### src/shared/eaifm_pkg.sv
// Constants and types for the engine analog input fault monitor.
// Assumes a 40 MHz system clock and one 10-bit converter code per analog pin.
package eaifm_pkg;
  // ---------------------------------------------------------------
  // Sizes and clock
  // ---------------------------------------------------------------
  localparam int NUM_IN = 6;
  localparam int CODE_W = 10;
  localparam int VAL_W = 16;
  localparam int RPM_W = 16;
  localparam int BYP_W = 8;
  localparam int DIV_NUM_W = 24;
  localparam int DIV_DEN_W = 12;
  localparam int CLK_HZ = 40_000_000;
  localparam int EVAL_US = 1000;
  localparam int EVAL_CYC = EVAL_US * (CLK_HZ / 1_000_000);
  localparam int SEC_S = 1;
  localparam int SEC_CYC = SEC_S * CLK_HZ;

  // ---------------------------------------------------------------
  // Analog levels, millivolts and ohms
  // ---------------------------------------------------------------
  localparam int FS_CODE = 1023;
  localparam logic [CODE_W-1:0] CODE_FS = 10'h3FF;
  localparam int FS_MV = 5000;
  localparam int OPEN_MV = 4760;
  localparam int SHORT_MV = 122;
  localparam int CLOSED_MV = 2500;
  localparam int PU_LOW = 1000;
  localparam int PU_HIGH = 5110;
  localparam int LOW_RES_MAX = 500;
  localparam int GAIN_HI = 3;

  // ---------------------------------------------------------------
  // Input types and pins
  // ---------------------------------------------------------------
  localparam logic [2:0] T_HI_TEMP = 3'h0;
  localparam logic [2:0] T_OIL_PRES = 3'h1;
  localparam logic [2:0] T_FUEL = 3'h2;
  localparam logic [2:0] T_OIL_LVL = 3'h3;
  localparam logic [2:0] T_BASIN = 3'h4;
  localparam logic [2:0] T_LO_TEMP = 3'h5;
  localparam logic [2:0] PIN_FIRST = 3'h2;
  localparam logic [2:0] PIN_LAST = 3'h7;

  // ---------------------------------------------------------------
  // Modes
  // ---------------------------------------------------------------
  typedef enum logic [2:0] {
    SRC_TBL0 = 3'h0, SRC_TBL1 = 3'h1, SRC_TBL2 = 3'h2, SRC_NET = 3'h3, SRC_SW = 3'h4
  } eaifm_src_t;
  typedef enum logic [1:0] {ACT_OFF = 2'h0, ACT_WARN = 2'h1, ACT_FAIL = 2'h2} eaifm_act_t;
  typedef enum logic {SPD_MAG = 1'h0, SPD_GEN = 1'h1} eaifm_spd_t;

  // Sender curves: value = offset - (ohms * slope) / 256, entry 3 unused
  localparam logic [3:0][VAL_W-1:0] TBL_OFS = {16'h0000, 16'h00C8, 16'h0064, 16'h0096};
  localparam logic [3:0][VAL_W-1:0] TBL_SLOPE = {16'h0000, 16'h0080, 16'h0100, 16'h0040};
endpackage : eaifm_pkg

### src/eaifm_div.sv
// Restoring divider used to turn a pin code into sender ohms.
// Assumes start is a one-cycle pulse given only while idle.
`timescale 1ns/1ps
module eaifm_div #(
  parameter int NUM_W = eaifm_pkg::DIV_NUM_W,
  parameter int DEN_W = eaifm_pkg::DIV_DEN_W,
  parameter int Q_W = eaifm_pkg::VAL_W
) (
  // Clock and reset
  input wire logic clk,
  input wire logic rst,
  // Request
  input wire logic start,
  input wire logic [NUM_W-1:0] num,
  input wire logic [DEN_W-1:0] den,
  // Result
  output logic done,
  output logic [Q_W-1:0] quo
);
  import eaifm_pkg::*;

  if (NUM_W <= Q_W || DEN_W < 2) begin : g_bad_param
    $error("eaifm_div: widths out of range");
  end

  localparam int CW = $clog2(NUM_W + 1);

  typedef struct packed {
    logic busy;
    logic done;
    logic [CW-1:0] cnt;
    logic [DEN_W:0] rem;
    logic [DEN_W-1:0] d;
    logic [NUM_W-1:0] n;
    logic [NUM_W-1:0] q;
  } eaifm_div_t;
  eaifm_div_t s_q, s_d;
  logic [DEN_W:0] rem_sh;

  // One quotient bit a cycle; a zero divisor saturates the result
  always_comb begin
    s_d = s_q;
    s_d.done = 1'b0;
    rem_sh = {s_q.rem[DEN_W-1:0], s_q.n[NUM_W-1]};
    if (start && !s_q.busy) begin
      s_d.busy = 1'b1;
      s_d.cnt = '0;
      s_d.rem = '0;
      s_d.d = den;
      s_d.n = num;
      s_d.q = '0;
    end else if (s_q.busy) begin
      s_d.n = {s_q.n[NUM_W-2:0], 1'b0};
      if (rem_sh >= {1'b0, s_q.d}) begin
        s_d.rem = rem_sh - {1'b0, s_q.d};
        s_d.q = {s_q.q[NUM_W-2:0], 1'b1};
      end else begin
        s_d.rem = rem_sh;
        s_d.q = {s_q.q[NUM_W-2:0], 1'b0};
      end
      s_d.cnt = s_q.cnt + 1'b1;
      if (s_q.cnt == CW'(NUM_W - 1)) begin
        s_d.busy = 1'b0;
        s_d.done = 1'b1;
      end
    end
  end

  always_ff @(posedge clk) begin
    if (rst) s_q <= '0;
    else s_q <= s_d;
  end

  assign done = s_q.done;
  assign quo = (|s_q.q[NUM_W-1:Q_W]) ? '1 : s_q.q[Q_W-1:0];
endmodule : eaifm_div

### src/eaifm_byp.sv
// Bypass timer for one analog input, counted in one-second ticks.
// Assumes crank_ok is a pulse on crank success and engine_stop a level.
`timescale 1ns/1ps
module eaifm_byp #(
  parameter int CNT_W = eaifm_pkg::BYP_W
) (
  // Clock and reset
  input wire logic clk,
  input wire logic rst,
  // Engine events
  input wire logic crank_ok,
  input wire logic engine_stop,
  input wire logic sec_tick,
  // Setting and result
  input wire logic [CNT_W-1:0] len,
  output logic expired
);
  import eaifm_pkg::*;

  if (CNT_W < 1) begin : g_bad_param
    $error("eaifm_byp: counter width out of range");
  end

  typedef struct packed {
    logic run;
    logic done;
    logic [CNT_W-1:0] cnt;
  } eaifm_byp_t;
  eaifm_byp_t s_q, s_d;

  // Stop re-arms the bypass; it only opens after the next crank success
  always_comb begin
    s_d = s_q;
    if (engine_stop) begin
      s_d.run = 1'b0;
      s_d.done = 1'b0;
    end else if (crank_ok) begin
      s_d.cnt = len;
      s_d.run = (len != '0);
      s_d.done = (len == '0);
    end else if (s_q.run && sec_tick) begin
      s_d.cnt = s_q.cnt - 1'b1;
      if (s_q.cnt <= CNT_W'(1)) begin
        s_d.run = 1'b0;
        s_d.done = 1'b1;
      end
    end
  end

  always_ff @(posedge clk) begin
    if (rst) s_q <= '0;
    else s_q <= s_d;
  end

  assign expired = s_q.done;
endmodule : eaifm_byp

### src/eaifm_top.sv
// Engine analog input fault monitor: six inputs, speed limits, fault outputs.
// Assumes pin codes and settings are synchronous to clk and held between changes.
`timescale 1ns/1ps
// Summary of operation
// Switch fault: closed or open per setting
// Switch input shows contact indicator, not value
// Switch trips shutdown; fuel may only warn
// Disabled pin: virtual 5 V closed-fail switch
// Per-input bypass after crank suppresses checks
// After bypass, warn alarms, fail shuts down
// High temp trips above, others below
// Thresholds apply to sender sources only
// Oil level, basin warnings ignore bypass
// Open sender above 4.76 V, configurable action
// Shorted sender below 0.122 V, configurable action
// Negative temperature clamped to zero for checks
// Fuel sender points strictly monotonic, configurer's duty
// Ohms from voltage with 1k/5.11k pull-up
// Gain of three except pins 2, 6
// Three tables, network, switch; tables pins 3-4
// Low-resistance senders on low-resistance pins only
// Speed from pickup or generator frequency
// Over/under speed limits in RPM, any source
// One pin per type except temperature pair
// Fault outputs registered, updated each evaluation
module eaifm_top #(
  parameter int EVAL_CYCLES = eaifm_pkg::EVAL_CYC,
  parameter int SEC_CYCLES = eaifm_pkg::SEC_CYC,
  parameter int BYP_W = eaifm_pkg::BYP_W
) (
  // Clock and reset
  input wire logic clk,
  input wire logic rst,
  // Pin readings, entry 0 is pin 2; network values by input type
  input wire logic [eaifm_pkg::NUM_IN-1:0][eaifm_pkg::CODE_W-1:0] pin_code,
  input wire logic [eaifm_pkg::NUM_IN-1:0][eaifm_pkg::VAL_W-1:0] network_value_source,
  // Per input type settings
  input wire logic [eaifm_pkg::NUM_IN-1:0][2:0] pin_sel,
  input wire logic [eaifm_pkg::NUM_IN-1:0][2:0] src_sel,
  input wire logic [eaifm_pkg::NUM_IN-1:0] closed_fail,
  input wire logic [eaifm_pkg::NUM_IN-1:0][1:0] open_act,
  input wire logic [eaifm_pkg::NUM_IN-1:0][1:0] short_act,
  input wire logic [eaifm_pkg::NUM_IN-1:0][eaifm_pkg::VAL_W-1:0] warn_thr,
  input wire logic [eaifm_pkg::NUM_IN-1:0][eaifm_pkg::VAL_W-1:0] fail_thr,
  input wire logic [eaifm_pkg::NUM_IN-1:0][BYP_W-1:0] bypass_len,
  input wire logic fuel_sw_warn,
  // Engine state
  input wire logic crank_ok,
  input wire logic engine_stop,
  // Speed
  input wire logic spd_src,
  input wire logic [eaifm_pkg::RPM_W-1:0] mag_rpm,
  input wire logic [eaifm_pkg::RPM_W-1:0] gen_rpm,
  input wire logic [eaifm_pkg::RPM_W-1:0] ovs_warn_rpm,
  input wire logic [eaifm_pkg::RPM_W-1:0] ovs_fail_rpm,
  input wire logic [eaifm_pkg::RPM_W-1:0] uns_warn_rpm,
  input wire logic [eaifm_pkg::RPM_W-1:0] uns_fail_rpm,
  // Per input results
  output logic [eaifm_pkg::NUM_IN-1:0][eaifm_pkg::VAL_W-1:0] disp_value,
  output logic [eaifm_pkg::NUM_IN-1:0] contact_indicator,
  output logic [eaifm_pkg::NUM_IN-1:0] in_warn,
  output logic [eaifm_pkg::NUM_IN-1:0] in_fail,
  output logic [eaifm_pkg::NUM_IN-1:0] cfg_err,
  // Summary results
  output logic alarm,
  output logic shutdown,
  output logic eval_done,
  output logic [eaifm_pkg::RPM_W-1:0] spd_rpm,
  output logic ovs_warn,
  output logic ovs_fail,
  output logic uns_warn,
  output logic uns_fail
);
  import eaifm_pkg::*;

  if (EVAL_CYCLES < 256 || SEC_CYCLES < 2 || BYP_W < 1) begin : g_bad_param
    $error("eaifm_top: parameters out of range");
  end

  localparam int TW = $clog2(EVAL_CYCLES + 1);
  localparam int SW = $clog2(SEC_CYCLES + 1);

  // ---------------------------------------------------------------
  // Decoding helpers
  // ---------------------------------------------------------------
  // Pin number is live only from 2 to 7
  function automatic logic pin_ok(input logic [2:0] sel);
    return sel >= PIN_FIRST && sel <= PIN_LAST;
  endfunction : pin_ok

  // Pin voltage against a millivolt level, undoing the pin gain
  function automatic logic mv_cmp(input logic [CODE_W-1:0] code, input logic g3,
                                  input int mv, input logic above);
    int lhs;
    int rhs;
    lhs = int'(code) * FS_MV;
    rhs = mv * FS_CODE * (g3 ? GAIN_HI : 1);
    return above ? (lhs > rhs) : (lhs < rhs);
  endfunction : mv_cmp

  // Sender curve from ohms to engineering value
  function automatic logic signed [VAL_W-1:0] tbl_val(input logic [1:0] t,
                                                      input logic [VAL_W-1:0] r);
    logic [31:0] p;
    p = 32'(r) * 32'(TBL_SLOPE[t]);
    return $signed(TBL_OFS[t]) - $signed({1'b0, p[VAL_W+6:8]});
  endfunction : tbl_val

  // ---------------------------------------------------------------
  // State
  // ---------------------------------------------------------------
  typedef enum logic [3:0] {
    ST_IDLE = 4'h1, ST_LOAD = 4'h2, ST_WAIT = 4'h4, ST_EVAL = 4'h8
  } eaifm_st_t;

  typedef struct packed {
    eaifm_st_t st;
    logic [2:0] idx;
    logic [TW-1:0] tmr;
    logic [SW-1:0] sec;
    logic sec_tick;
    logic div_go;
    logic [CODE_W-1:0] code;
    logic gain3;
    logic pu_hi;
    logic [NUM_IN-1:0][VAL_W-1:0] disp;
    logic [NUM_IN-1:0] ind;
    logic [NUM_IN-1:0] warn;
    logic [NUM_IN-1:0] fail;
    logic [NUM_IN-1:0] tbl_err;
    logic [NUM_IN-1:0] cfg_err;
    logic alarm;
    logic shut;
    logic done;
    logic [RPM_W-1:0] rpm;
    logic ovs_w;
    logic ovs_f;
    logic uns_w;
    logic uns_f;
  } eaifm_state_t;
  eaifm_state_t s_q, s_d;

  logic [2:0] e_i, e_sel;
  logic [2:0] e_src;
  logic e_on, e_cf, e_sw, e_net, e_tbl, e_tbl_ok, e_glob, e_byp;
  logic e_closed, e_open, e_short, e_fault, e_tw, e_tf, e_w, e_f;
  logic signed [VAL_W-1:0] e_val, e_cv;
  logic [NUM_IN-1:0] e_share;
  logic [RPM_W-1:0] e_rpm;
  logic div_done;
  logic [VAL_W-1:0] res_ohm;
  logic [DIV_NUM_W-1:0] div_num;
  logic [DIV_DEN_W-1:0] div_den;
  logic [NUM_IN-1:0] byp_done;

  // ---------------------------------------------------------------
  // Ohms from the latched code, pull-up and gain
  // ---------------------------------------------------------------
  assign div_num = DIV_NUM_W'(int'(s_q.code) * (s_q.pu_hi ? PU_HIGH : PU_LOW));
  assign div_den = DIV_DEN_W'((s_q.gain3 ? GAIN_HI : 1) * FS_CODE - int'(s_q.code));

  eaifm_div u_div (
    .clk(clk),
    .rst(rst),
    .start(s_q.div_go),
    .num(div_num),
    .den(div_den),
    .done(div_done),
    .quo(res_ohm)
  );

  // One bypass timer per input type
  for (genvar g = 0; g < NUM_IN; g++) begin : g_byp
    eaifm_byp #(.CNT_W(BYP_W)) u_byp (
      .clk(clk),
      .rst(rst),
      .crank_ok(crank_ok),
      .engine_stop(engine_stop),
      .sec_tick(s_q.sec_tick),
      .len(bypass_len[g]),
      .expired(byp_done[g])
    );
  end

  // ---------------------------------------------------------------
  // Next state
  // ---------------------------------------------------------------
  always_comb begin
    s_d = s_q;
    s_d.div_go = 1'b0;
    s_d.done = 1'b0;
    s_d.sec_tick = 1'b0;
    // Free-running timers so the evaluation period never drifts
    s_d.tmr = (s_q.tmr == TW'(EVAL_CYCLES - 1)) ? '0 : s_q.tmr + 1'b1;
    s_d.sec = (s_q.sec == SW'(SEC_CYCLES - 1)) ? '0 : s_q.sec + 1'b1;
    s_d.sec_tick = (s_q.sec == SW'(SEC_CYCLES - 1));

    // Settings of the input under evaluation; a dead pin is a virtual switch
    e_i = s_q.idx;
    e_sel = pin_sel[e_i];
    e_on = pin_ok(e_sel);
    e_src = e_on ? src_sel[e_i] : SRC_SW;
    e_cf = e_on ? closed_fail[e_i] : 1'b1;
    e_sw = (e_src == SRC_SW);
    e_net = (e_src == SRC_NET);
    e_tbl = !e_sw && !e_net;
    e_tbl_ok = (e_sel == 3'h3 || e_sel == 3'h4);
    e_glob = (e_i == T_OIL_LVL || e_i == T_BASIN);
    e_byp = byp_done[e_i];
    e_closed = mv_cmp(s_q.code, s_q.gain3, CLOSED_MV, 1'b0);
    e_open = mv_cmp(s_q.code, s_q.gain3, OPEN_MV, 1'b1);
    e_short = mv_cmp(s_q.code, s_q.gain3, SHORT_MV, 1'b0);
    e_fault = e_cf ? e_closed : !e_closed;
    e_val = tbl_val(e_src[1:0], res_ohm);
    // Below-zero temperature counts as zero for the limits
    e_cv = ((e_i == T_HI_TEMP || e_i == T_LO_TEMP) && e_val < 0) ? '0 : e_val;
    e_tw = (e_i == T_HI_TEMP) ? (e_cv > $signed(warn_thr[e_i]))
                              : (e_cv < $signed(warn_thr[e_i]));
    e_tf = (e_i == T_HI_TEMP) ? (e_cv > $signed(fail_thr[e_i]))
                              : (e_cv < $signed(fail_thr[e_i]));

    // Raw warning and failure; open and short need no valid table
    e_w = 1'b0;
    e_f = 1'b0;
    if (e_sw) begin
      if (e_i == T_FUEL && fuel_sw_warn) e_w = e_fault;
      else e_f = e_fault;
    end else if (e_tbl) begin
      e_w = (e_tbl_ok && e_tw) || (e_open && open_act[e_i] == ACT_WARN)
          || (e_short && short_act[e_i] == ACT_WARN);
      e_f = (e_tbl_ok && e_tf) || (e_open && open_act[e_i] == ACT_FAIL)
          || (e_short && short_act[e_i] == ACT_FAIL);
    end

    // Scan sequence: latch a pin, divide, then judge the input
    case (s_q.st)
      ST_IDLE: begin
        if (s_q.tmr == TW'(EVAL_CYCLES - 1)) s_d.st = ST_LOAD;
      end
      ST_LOAD: begin
        s_d.code = e_on ? pin_code[3'(e_sel - PIN_FIRST)] : CODE_FS;
        s_d.gain3 = e_on && e_sel != 3'h2 && e_sel != 3'h6;
        s_d.pu_hi = (e_sel >= 3'h5);
        s_d.div_go = 1'b1;
        s_d.st = ST_WAIT;
      end
      ST_WAIT: begin
        if (div_done) s_d.st = ST_EVAL;
      end
      ST_EVAL: begin
        s_d.ind[e_i] = e_sw;
        s_d.disp[e_i] = e_sw ? '0 : (e_net ? network_value_source[e_i] : e_val);
        s_d.tbl_err[e_i] = e_tbl && !e_tbl_ok;
        s_d.warn[e_i] = e_w && (e_glob || e_byp);
        s_d.fail[e_i] = e_f && e_byp;
        if (s_q.idx == 3'(NUM_IN - 1)) begin
          s_d.idx = '0;
          s_d.done = 1'b1;
          s_d.st = ST_IDLE;
        end else begin
          s_d.idx = s_q.idx + 1'b1;
          s_d.st = ST_LOAD;
        end
      end
      default: begin
        s_d.idx = '0;
        s_d.st = ST_IDLE;
      end
    endcase

    // A stop drops failures; global warnings carry on
    if (engine_stop) s_d.fail = '0;

    // Two types on one pin, temperature pair excepted
    e_share = '0;
    for (int a = 0; a < NUM_IN; a++) begin
      for (int b = a + 1; b < NUM_IN; b++) begin
        if (pin_ok(pin_sel[a]) && pin_sel[a] == pin_sel[b]
            && !(3'(a) == T_HI_TEMP && 3'(b) == T_LO_TEMP)) begin
          e_share[a] = 1'b1;
          e_share[b] = 1'b1;
        end
      end
    end
    s_d.cfg_err = e_share | s_d.tbl_err;
    s_d.alarm = |(s_d.warn | s_d.fail);
    s_d.shut = |s_d.fail;

    // Speed limits on whichever source is chosen
    e_rpm = (spd_src == SPD_GEN) ? gen_rpm : mag_rpm;
    s_d.rpm = e_rpm;
    s_d.ovs_w = e_rpm > ovs_warn_rpm;
    s_d.ovs_f = e_rpm > ovs_fail_rpm;
    // Under-speed is meaningless with the engine stopped
    s_d.uns_w = !engine_stop && e_rpm < uns_warn_rpm;
    s_d.uns_f = !engine_stop && e_rpm < uns_fail_rpm;
  end

  // State register
  always_ff @(posedge clk) begin
    if (rst) begin
      s_q <= '0;
      s_q.st <= ST_IDLE;
    end else begin
      s_q <= s_d;
    end
  end

  // ---------------------------------------------------------------
  // Outputs, all straight from the state register
  // ---------------------------------------------------------------
  assign disp_value = s_q.disp;
  assign contact_indicator = s_q.ind;
  assign in_warn = s_q.warn;
  assign in_fail = s_q.fail;
  assign cfg_err = s_q.cfg_err;
  assign alarm = s_q.alarm;
  assign shutdown = s_q.shut;
  assign eval_done = s_q.done;
  assign spd_rpm = s_q.rpm;
  assign ovs_warn = s_q.ovs_w;
  assign ovs_fail = s_q.ovs_f;
  assign uns_warn = s_q.uns_w;
  assign uns_fail = s_q.uns_f;

  // ---------------------------------------------------------------
  // Checks
  // ---------------------------------------------------------------
  sw_fault_a: assert property (@(posedge clk) disable iff (rst)
    s_q.st == ST_EVAL && e_sw && e_fault && e_byp && !engine_stop && e_i != T_FUEL
    |=> s_q.fail[$past(s_q.idx)] ##0 shutdown) else $error("switch fault not raised");

  sw_ind_a: assert property (@(posedge clk) disable iff (rst)
    s_q.st == ST_EVAL |=> contact_indicator[$past(s_q.idx)] == $past(e_sw))
    else $error("contact indicator wrong");

  fuel_warn_a: assert property (@(posedge clk) disable iff (rst)
    s_q.st == ST_EVAL && e_sw && e_i == T_FUEL && fuel_sw_warn
    |=> !in_fail[T_FUEL]) else $error("fuel switch failed instead of warning");

  virt_pin_a: assert property (@(posedge clk) disable iff (rst)
    s_q.st == ST_EVAL && !e_on
    |=> !in_warn[$past(s_q.idx)] && !in_fail[$past(s_q.idx)])
    else $error("disabled pin tripped");

  byp_hold_a: assert property (@(posedge clk) disable iff (rst)
    s_q.st == ST_EVAL && !e_byp |=> !in_fail[$past(s_q.idx)])
    else $error("failure during bypass");

  thr_fail_a: assert property (@(posedge clk) disable iff (rst)
    s_q.st == ST_EVAL && e_tbl && e_tbl_ok && e_tf && e_byp && !engine_stop
    |=> shutdown && alarm) else $error("threshold failure missed");

  net_nochk_a: assert property (@(posedge clk) disable iff (rst)
    s_q.st == ST_EVAL && e_net
    |=> !in_warn[$past(s_q.idx)] && !in_fail[$past(s_q.idx)])
    else $error("network source checked");

  glob_warn_a: assert property (@(posedge clk) disable iff (rst)
    s_q.st == ST_EVAL && e_glob && e_w |=> in_warn[$past(s_q.idx)])
    else $error("global warning suppressed");

  open_fail_a: assert property (@(posedge clk) disable iff (rst)
    s_q.st == ST_EVAL && e_tbl && e_open && open_act[e_i] == ACT_FAIL
    && e_byp && !engine_stop |=> shutdown) else $error("open sender missed");

  ovs_fail_a: assert property (@(posedge clk) disable iff (rst)
    ((spd_src == SPD_GEN) ? gen_rpm : mag_rpm) > ovs_fail_rpm |=> ovs_fail)
    else $error("overspeed missed");
endmodule : eaifm_top

### config.mk
export PLATFORM = sky130hd
export DESIGN_NAME = eaifm_top
export DESIGN_NICKNAME = d
export VERILOG_FILES = /design/src/shared/eaifm_pkg.sv /design/src/eaifm_div.sv /design/src/eaifm_byp.sv /design/src/eaifm_top.sv
export SDC_FILE = /design/constraint.sdc
export NUM_CORES = 1
export LEC_CHECK = 0
export BUFFER_PORTS_ARGS = -buffer_cell sky130_fd_sc_hd__buf_2
export CAP_MARGIN = 20
export CORE_MARGIN = 2
export CORE_UTILIZATION = 40
export DETAILED_ROUTE_END_ITERATION = 6
export MAX_ROUTING_LAYER = met4
export PLACE_DENSITY_LB_ADDON = 0.1
export SYNTH_ARGS = -nofsm -noshare
export SYNTH_HDL_FRONTEND = slang
export SYNTH_SLANG_ARGS = --single-unit
export TNS_END_PERCENT = 100
### constraint.sdc
create_clock -name clk -period 11.9 [get_ports clk]
set_clock_uncertainty 0.15 [all_clocks]
set_input_delay 2.38 -clock clk [delete_from_list [all_inputs] [get_ports clk]]
set_output_delay 2.38 -clock clk [all_outputs]
set_load 0.01 [all_outputs]
==> results of run 1 <==
-- through the flow --
step | area, sq um | total power [mW] | hold slack, ps
floorplan | 30000 | 1.55 | 280
global route | 35800 | 3.38 | 320
CTS | 35600 | 3.28 | 300
global placement | 34100 | 1.83 | 290
finish | 35800 | 3.24 | 300
detailed placement | 34100 | 1.83 | 293
-- per-layer routing --
metal,global-route usage [%],share of wire (%)
met3,3.36,4.7
met5,-,0
met1,31.3,40
met4,13.4,5.4
met2,48.3,50
-- final cells by class --
class	count	area, sq um	share of cell area (%)
repair buffers	847	4620	12.9
clock buffers	57	1200	3.36
multi-input cells	2651	20300	56.9
flip-flops and latches	350	7020	19.6
clock inverters	23	330	0.924
inverters	269	1010	2.82
diodes	13	32.5	0.0910
well taps	969	1210	3.39
-- state kept, by name, summed over array words and instances (netlist names), 3 cells and up --
name / flops
in_warn: 6
e_i: 3
spd_rpm: 16
g_byp.u_byp.expired: 6
g_byp.u_byp.s_q: 54
in_fail: 6
disp_value: 96
cfg_err: 6
u_div.s_q: 64
u_div.rem_sh: 13
contact_indicator: 6
s_q: 66
-- worst register-to-register path: cells and delay by family, from the launching register on --
kind,cells,cell delay (ps)
and+or+nand+nor,10,2120
AOI/OAI and AO/OA,15,2650
muxes,1,250
DFF,1,860
buffers and inverters,5,890
adders and majority gates,11,3170
-- kinds of logic (layout without fill, tap and decap cells) --
kind of cell    after synthesis  count (layout)
fa+ha+maj                   445             445
other cells                   0              13
mux                         221             221
compound gates              758             758
flops                       350             350
simple gates               1097            1097
buf+inv                     588            1196
xor+xnor                    130             130
-- final timing paths --
path / startpoint / end / slack, ps / depth (start not counted)
hold reg to reg: disp_value[23] / disp_value[23] / 300 / 2
hold / removal: disp_value[23] / disp_value[23] / 300 / 2
setup reg to reg: e_i[2] / alarm / 1660 / 42
setup / recovery: pin_sel[11] / alarm / 630 / 44
-- cells in the mapped netlist, types with 6 or more instances --
cell type,number,area share (%)
a21o_1,20,0.50
nand3b_1,25,0.63
a31oi_1,11,0.23
dfxtp_1,350,23
nand3_1,56,0.94
o21ai_0,137,2.3
a32oi_1,16,0.47
and3_1,21,0.44
buf_1,23,0.29
o211ai_1,7,0.18
o21bai_1,13,0.33
nor3_1,74,1.2
nand2_1,283,3.5
o21ai_1,9,0.15
nor2b_1,65,1.4
a2111oi_0,8,0.23
a211oi_1,35,0.88
nand2b_1,29,0.61
mux2i_1,121,4.0
nor2_1,407,5.1
o31ai_1,27,0.68
xnor2_1,70,2.0
o2111ai_1,6,0.18
a22oi_1,32,0.80
buf_4,137,3.4
buf_2,14,0.23
a21boi_0,8,0.20
nand4_1,28,0.58
mux4_2,69,5.2
a22o_1,6,0.18
a21oi_1,292,4.9
xor2_1,60,1.8
clkbuf_1,143,1.8
and2_1,16,0.33
ha_1,368,15
mux2_2,31,1.2
nor3b_1,7,0.18
o21a_1,39,0.98
inv_1,267,3.3
or3_1,26,0.54
fa_1,77,5.1
nor4_1,29,0.61
a221oi_1,38,1.1
or2_2,14,0.29
-- timing repair --
| item | in CTS | in global routing |
|---|---|---|
| hold buffers | 0 | 0 |
| setup endpoints to repair | 0 | 14 |
| resized for setup | 0 | 16 |
-- report_power, final --
part	switching (mW)	total [mW]	internal [mW]	leakage, nW
combinational	0.328	0.597	0.269	13.3
clock	0.567	1.43	0.868	0.755
sequential	0.0184	1.21	1.19	2.84
total	0.913	3.24	2.33	16.9
==> key figures, run 1 <==
Timing
  – Final Setup Violations: 0
  – Final TNS setup: 0 ps
  – Relative slew slack: 27.2%
  – Minimum clock period: 11270 ps
  – Final hold vios: 0
  – Worst-Margin Slew: 1090 ps
  – Fmax: 88.7 MHz
  – Period utilisation layout: 94.7%
  – Final WS setup: 631 ps
  – Max-slew violation count: 0

CTS
  – Root Driver: clkbuf_16
  – H-tree depth: 2
  – CTS tree: done
  – CTS Buf Count: 44
  – Clock Sinks: 350
  – Worst-path clk slew: 60 ps
  – Bufs on Longest Clock Path: 3
  – Worst-Skew Late Latency: 590 ps
  – Post-CTS Setup Inserts: 0

Synth
  – Post-synthesis mux area share: 10.4%
  – Seq/Total Area, Yosys: 23.4%
  – Simple-gate area share of the yosys netlist: 16.9%
  – Synth cell types: 80
  – Post-Syn Area: 30000 sq um
  – Post-synthesis adder-cell area fraction: 20.5%
  – FF+latch count, synth: 350
  – Ys async rst share: 0%
  – Yosys warns: 0
  – Post-synthesis xor/xnor area fraction: 3.80%
  – Syn avg cell area: 8.35 sq um
  – Number of synthesized flops with an enable pin: 0
  – Largest family of logic cells by synthesized area: adder cells
  – Synth Instances: 3589
  – Most used DFF post-synth: dfxtp_1
  – Fraction of the mapped netlist area in compound gates: 15.9%
  – Synthesized net count: 4598

Cells and area
  – Most frequent cells in the layout: buf_2, nor2_1, ha_1, dfxtp_1, a21oi_1
  – Fraction of final layout cells sized beyond drive strength 1: 25.4%
  – Final nets: 5172
  – Fillers: 7448
  – Synth-to-Final Area Change: 19.3%
  – Final Core Density: 48.1%
  – Commonest non-fill, non-tap cell in the layout: buf_2
  – Final std cells w/o fill: 5179

Global route
  – First-pass GRT wire length: 159000 microns
  – Total GRT Usage: 27.7%
  – Vias in the first global route: 26.6k
  – Largest net degree at the start of global routing: 142
  – Initial antenna violation count: 17
  – Grt ovf: 0

Hold path
  – Class of the worst hold path: register to register

Drt
  – WL final: 107000 microns
  – DRC: 0
  – Vias per inst: 5.32
  – Routed len/inst: 20.8 microns
  – Antenna viol nets, final: 0
  – First-pass iteration count of the detailed router: 5
  – Via total after detailed routing: 27.5k
  – Number of DRC violations after detailed-routing iteration 0: 1672

Worst setup path
  – Crit path max-delay family: adder cells
  – Buf/Inv on CP: 6
  – Worst Path Required: 12180 ps
  – Critical Path AT: 11550 ps
  – Startpoint class of the critical path: input pin
  – Max Fanout on Critical Path: 14
  – CP peak stage delay: 480 ps
  – Top cell by count, worst path: ha_1
  – Slowest CP cell: fa_1
  – CP Class: input pin to register
  – Critical path endpoint category: register

Die
  – Die area: 77100 sq um
  – Ports: 707
  – Core Area: 74300 sq um
  – Die Wd: 278 microns
  – Die Y: 278 microns
  – Starting Density: 40.3%
  – Row count: 100

Place
  – Dpl hpwl: 86600 microns
  – Inst Count DP: 5083
  – GPL Wtd Cong: 0.945
  – Port bufs: 706
  – Worst setup slack after placement: -496 ps

Run status
  – Outcome: complete, no violations

Pwr
  – Power density cells: 90.7 nW/um^2
  – VDD IR max: 0.0905 mV
  – Leakage Power: 16.9 nW

Flow run
  – Maxcap violations: 0
Note: power is estimated with default switching activity, not from simulation.
==> run 2: changes to the inputs <==
--- a/config.mk
+++ b/config.mk
@@ -12,6 +12,7 @@
 export DETAILED_ROUTE_END_ITERATION = 6
 export MAX_ROUTING_LAYER = met4
 export PLACE_DENSITY_LB_ADDON = 0.1
+export REMOVE_ABC_BUFFERS = 1
 export SYNTH_ARGS = -nofsm -noshare
 export SYNTH_HDL_FRONTEND = slang
 export SYNTH_SLANG_ARGS = --single-unit
==> run 2 against run 1 <==
First-iteration DRC count fell by 9.7%. Clock-buffer cell count rose by 8. Core utilization fell by 0.18 points. Critical path depth rose by 3. Via count fell by 1.0%. Maximum frequency barely moved.
==> key figures, run 2 (synthesis gave the netlist of run 1 again) <==
Run status
  – Outcome: complete, no violations

CTS
  – CTS Buf Count: 45 (+2.3%)
  – Bufs on Longest Clock Path: 3 (unchanged)
  – Worst-Skew Late Latency: 580 ps (about the same)
  – H-tree depth: 2 (unchanged)
  – Hold Buf Count CTS: 0 (unchanged)
  – Clock Sinks: 350 (unchanged)
  – Post-CTS Setup Inserts: 0 (unchanged)
  – Root Driver: clkbuf_16
  – CTS tree: done
  – Worst-path clk slew: 60 ps (about the same)

Timing
  – Max-slew violation count: 0 (unchanged)
  – Relative slew slack: 27.7% (+0.49 points)
  – Final hold vios: 0 (unchanged)
  – Final TNS setup: 0 ps (unchanged)
  – Hold WS: 299 ps (-1.16 ps)
  – Worst-Margin Slew: 1080 ps (-0.772 ps)
  – Final WS setup: 636 ps (+5.85 ps)
  – Minimum clock period: 11260 ps (-5.85 ps)
  – Fmax: 88.8 MHz (about the same)
  – Final Setup Violations: 0 (unchanged)
  – Period utilisation layout: 94.7% (about the same)

Worst setup path
  – Max Fanout on Critical Path: 11 (-3)
  – Critical path endpoint category: register
  – Top cell by count, worst path: ha_1
  – Critical Path AT: 11620 ps (+70 ps)
  – CP Class: input pin to register
  – Worst Path Required: 12260 ps (+80 ps)
  – Startpoint class of the critical path: input pin
  – CP peak stage delay: 480 ps (about the same)
  – Slowest CP cell: fa_1

Drt
  – First-pass iteration count of the detailed router: 5 (unchanged)
  – Antenna viol nets, final: 0 (unchanged)
  – Via total after detailed routing: 27.3k (-1.0%)
  – DRC: 0 (unchanged)
  – Routed len/inst: 20.0 microns (-3.5%)
  – WL final: 104000 microns (-3.7%)
  – Number of DRC violations after detailed-routing iteration 0: 1510 (-9.7%)
  – Vias per inst: 5.27 (-0.86%)

Global route
  – Grt ovf: 0 (unchanged)
  – GR Util met1: 32.4% (+1.1 points)
  – M3 GR Usage: 3.82% (+0.45 points)
  – Initial antenna violation count: 34 (+17)
  – First-pass GRT wire length: 158000 microns (-0.97%)
  – Met2 GRT Util: 44.8% (-3.6 points)
  – Largest net degree at the start of global routing: 170 (+20%)
  – GRT Max-Usage Layer: met2
  – Total GRT Usage: 27.1% (-0.57 points)
  – Vias in the first global route: 26.5k (-0.48%)

Hold path
  – Class of the worst hold path: register to register

Pwr
  – Comb pwr share: 17.6% (-0.8 points)
  – Pwr Total: 3.21 mW (-1.0%)
  – VDD IR max: 0.0858 mV (-5.2%)
  – Leakage Power: 16.8 nW (-0.63%)
  – Part of the power in registers: 37.8% (+0.4 points)
  – Internal power: 2.33 mW (+0.20%)
  – Clock power frac: 44.7% (+0.5 points)
  – Sw Ratio: 27.3% (-0.90 points)
  – Power density cells: 90.1 nW/um^2 (-0.66%)
  – Switch Pwr: 875 uW (-4.2%)

Place
  – Inst Count DP: 5062 (-0.41%)
  – GPL Wtd Cong: 0.967 (+2.4%)
  – Worst setup slack after placement: -400 ps (+96.6 ps)
  – Cell Area, Placed: 33900 sq um (-0.47%)
  – Port bufs: 706 (unchanged)
  – Dpl hpwl: 82700 microns (-4.5%)

Cells and area
  – Final std cells w/o fill: 5172 (-0.14%)
  – Cell area after layout: 35600 sq um (-0.38%)
  – Final nets: 5152 (-0.39%)
  – Fraction of final layout cells sized beyond drive strength 1: 25.0% (-0.37 points)
  – Commonest non-fill, non-tap cell in the layout: buf_2
  – Synth-to-Final Area Change: 18.9%
  – Max reg flops: 96 (unchanged)
  – Most frequent cells in the layout: buf_2, nor2_1, ha_1, dfxtp_1, a21oi_1
  – Final Core Density: 47.9% (-0.18 points)

Die
  – Ports: 707 (unchanged)
  – Die area: 77100 sq um (unchanged)
  – Row count: 100 (unchanged)
  – Core Area: 74300 sq um (unchanged)
  – Die Y: 278 microns (unchanged)
  – Die Wd: 278 microns (unchanged)
  – Starting Density: 40.3% (unchanged)

Flow run
  – Maxcap violations: 0 (unchanged)
[run 2: cell count changes in the layout (fill, tap and decap cells not counted), sizes merged]
| cell | before | now |
|---|---|---|
| buf | 845 | 824 |
| clkinv | 14 | 9 |
| inv | 270 | 272 |
| bufinv | 7 | 5 |
| clkbuf | 59 | 67 |
| diode | 13 | 24 |
[run 2: final timing paths]
check             slack (ps)            end          start  cells past startpoint
setup / recovery         640       shutdown    pin_sel[11]                     47
hold / removal           300  disp_value[3]  disp_value[3]                      2
setup reg to reg        1810       shutdown         e_i[0]                     46
hold reg to reg          300  disp_value[3]  disp_value[3]                      2
[run 2: area by class of cell]
| type | instances | area, sq um |
|---|---|---|
| fill | 7412 | 38700 |
| multi-input combinational | 2651 | 20300 |
| sequential | 350 | 7020 |
| timing repair buffer | 826 | 4460 |
| clock buffer | 65 | 1320 |
| tap | 969 | 1210 |
| inverter | 269 | 1010 |
| clock inverter | 18 | 240 |
| antenna | 24 | 60.1 |
[run 2: metal layers]
metal  wire [microns]  up-vias
li1                 -    13600
met1            44100    12700
met2            49200      706
met3             4690      193
met4             5540        0
met5                0        -
[run 2: power groups by stage]
stage / clock [mW] / sequential, mW / combinational [mW]
CTS: 1.47 / 1.21 / 0.560
global placement: 0 / 1.24 / 0.553
detailed placement: 0 / 1.24 / 0.557
global route: 1.52 / 1.21 / 0.626
floorplan: 0 / 1.24 / 0.278
finish: 1.43 / 1.21 / 0.564
[run 2: repair_timing]
action,in CTS,in global routing
hold endpoints to repair,0,0
endpoints found under the setup margin,0,14
resized for setup,0,13
[run 2: critical path, delay by kind of cell]
kind / cells / cell delay, ps
adder cells (fa/ha/maj): 11 / 3340
AO/OA/AOI/OAI: 13 / 2100
AND/OR/NAND/NOR: 12 / 1820
buffers and inverters: 9 / 1230
multiplexers: 2 / 700
==> run 3: changes to the inputs <==
--- a/config.mk
+++ b/config.mk
@@ -5,7 +5,7 @@
 export SDC_FILE = /design/constraint.sdc
 export NUM_CORES = 1
 export LEC_CHECK = 0
-export BUFFER_PORTS_ARGS = -buffer_cell sky130_fd_sc_hd__buf_2
+export BUFFER_PORTS_ARGS = -buffer_cell sky130_fd_sc_hd__clkbuf_2
 export CAP_MARGIN = 20
 export CORE_MARGIN = 2
 export CORE_UTILIZATION = 40
==> run 3 against run 2 <==
Total power is essentially flat. Highest routed layer unchanged. Hold slack better by 4.3 ps. Critical endpoint is now alarm. Clock power about the same. Clock-buffer cell count fell by 2. Sequential share of layout area about the same.
==> key figures, run 3 (synthesis gave the netlist of run 1 again) <==
Run status
  – Outcome: complete, no violations

Timing
  – Relative slew slack: 19.8% (-7.9 points)
  – Worst-Margin Slew: 1200 ps (+111 ps)
  – Fmax: 89.5 MHz (+0.85%)
  – RSZ-0062 raised after global routing: false
  – Final Setup Violations: 0 (unchanged)
  – Final TNS setup: 0 ps (unchanged)
  – Final hold vios: 0 (unchanged)
  – Max-slew violation count: 0 (unchanged)
  – Period utilisation layout: 93.9% (-0.80 points)
  – Minimum clock period: 11170 ps (-95.4 ps)

Drt
  – Via total after detailed routing: 27.3k (-0.0073%)
  – WL final: 103000 microns (-0.28%)
  – DRC: 0 (unchanged)
  – First-pass iteration count of the detailed router: 5 (unchanged)
  – Antenna viol nets, final: 0 (unchanged)
  – Number of DRC violations after detailed-routing iteration 0: 1565 (+3.6%)
  – Vias per inst: 5.28 (+0.24%)
  – Routed len/inst: 20.0 microns (about the same)

Pwr
  – VDD IR max: 0.107 mV (+24%)
  – Leakage Power: 16.8 nW (about the same)
  – Power density cells: 90.2 nW/um^2 (about the same)

Flow run
  – Maxcap violations: 0 (unchanged)

Global route
  – Initial antenna violation count: 17 (-50%)
  – Largest net degree at the start of global routing: 177 (+4.1%)
  – Total GRT Usage: 27.1% (about the same)
  – Grt ovf: 0 (unchanged)
  – First-pass GRT wire length: 158000 microns (+0.19%)
  – Vias in the first global route: 26.8k (+1.0%)

Die
  – Row count: 100 (unchanged)
  – Starting Density: 40.3% (unchanged)
  – Die Y: 278 microns (unchanged)
  – Core Area: 74300 sq um (unchanged)
  – Die area: 77100 sq um (unchanged)
  – Ports: 707 (unchanged)
  – Die Wd: 278 microns (unchanged)

Cells and area
  – Final Core Density: 47.9% (about the same)
  – Cell area after layout: 35600 sq um (about the same)
  – Most frequent cells in the layout: clkbuf_2, nor2_1, ha_1, dfxtp_1, a21oi_1
  – Final std cells w/o fill: 5159 (-0.25%)
  – Fraction of final layout cells sized beyond drive strength 1: 24.9% (-0.084 points)
  – Max reg flops: 96 (unchanged)
  – Final nets: 5150 (-0.039%)
  – Commonest non-fill, non-tap cell in the layout: clkbuf_2
  – Synth-to-Final Area Change: 18.8% (about the same)

Hold path
  – Class of the worst hold path: register to register

Place
  – GPL Wtd Cong: 0.915 (-5.4%)
  – Inst Count DP: 5062 (unchanged)
  – Dpl hpwl: 82800 microns (about the same)
  – Cell Area, Placed: 33900 sq um (about the same)
  – Port bufs: 706 (unchanged)

CTS
  – CTS tree: done
  – Worst-Skew Late Latency: 590 ps (about the same)
  – H-tree depth: 2 (unchanged)
  – Worst-path clk slew: 60 ps (about the same)
  – Cts repair resizes: 0 (unchanged)
  – Hold Buf Count CTS: 0 (unchanged)
  – Bufs on Longest Clock Path: 3 (unchanged)
  – Root Driver: clkbuf_16
  – CTS Buf Count: 44 (-2.2%)
  – Post-CTS Setup Inserts: 0 (unchanged)
  – Clock Sinks: 350 (unchanged)

Worst setup path
  – Flop2flop setup slack: 1920 ps (+110 ps)
  – Top cell by count, worst path: ha_1
  – Register-to-Register Path Depth: 44 (-4.3%)
  – Reg2reg start: e_i[1]
  – Critical Path AT: 11450 ps (-170 ps)
  – Setup crit end: alarm
  – Slowest CP cell: fa_1
  – Worst setup path startpoint: pin_sel[11]
  – CP Class: input pin to register
  – Startpoint class of the critical path: input pin
  – Critical path endpoint category: register
  – CP peak stage delay: 480 ps (about the same)
  – Worst reg2reg path endpoint: alarm
  – Worst Path Required: 12180 ps (-80 ps)
  – Max Fanout on Critical Path: 10 (-1)
==> run 3: worst min-delay path by stage <==
stage	from	to	slack [ps]	cells past startpoint
3_5_place_dp	disp_value[70]	disp_value[70]	300	2
4_1_cts	disp_value[85]	disp_value[85]	300	2
3_3_place_gp	u_div.s_q[56]	u_div.s_q[56]	290	2
2_1_floorplan	u_div.s_q[52]	u_div.s_q[52]	280	2
6_report	disp_value[88]	disp_value[88]	300	2
5_1_grt	disp_value[70]	disp_value[70]	320	2
==> run 3: layout make-up <==
class / count / area, sq um
fillers: 7489 / 38700
multi-input cells: 2651 / 20300
flip-flops and latches: 350 / 7020
repair buffers: 825 / 4450
clock buffers: 63 / 1280
well taps: 969 / 1210
inverters: 269 / 1010
clock inverters: 15 / 268
diodes: 17 / 42.5
==> run 3: worst max-delay path: cells and delay by family <==
family	cells	cell delay, ps
AO/OA/AOI/OAI	14	2310
multiplexers	2	730
AND/OR/NAND/NOR	12	1920
buffers and inverters	6	730
adder cells (fa/ha/maj)	11	3390
==> run 3: power breakdown <==
group	total, mW	leakage (nW)	switching, mW	internal (mW)
clock	1.43	0.755	0.550	0.884
combinational	0.564	13.2	0.306	0.258
sequential	1.21	2.84	0.0186	1.19
total	3.21	16.8	0.874	2.34
==> run 3: metrics by stage <==
step | total power [mW] | setup slack (ps) | hold WS, ps
final | 3.21 | 732 | 304
after global routing | 3.36 | 31.2 | 320
after CTS | 3.24 | 267 | 305
after detailed placement | 1.79 | -289 | 297
after global placement | 1.79 | -238 | 292
after floorplan | 1.51 | -2620 | 276
==> run 3: routing by layer <==
layer	GRT usage, %	vias to the layer above	part of all wire [%]
met5	-	-	0
met4	14.6	0	5.4
met3	3.71	170	4.4
met2	44.4	727	48
met1	32.3	12800	43
li1	-	13600	-
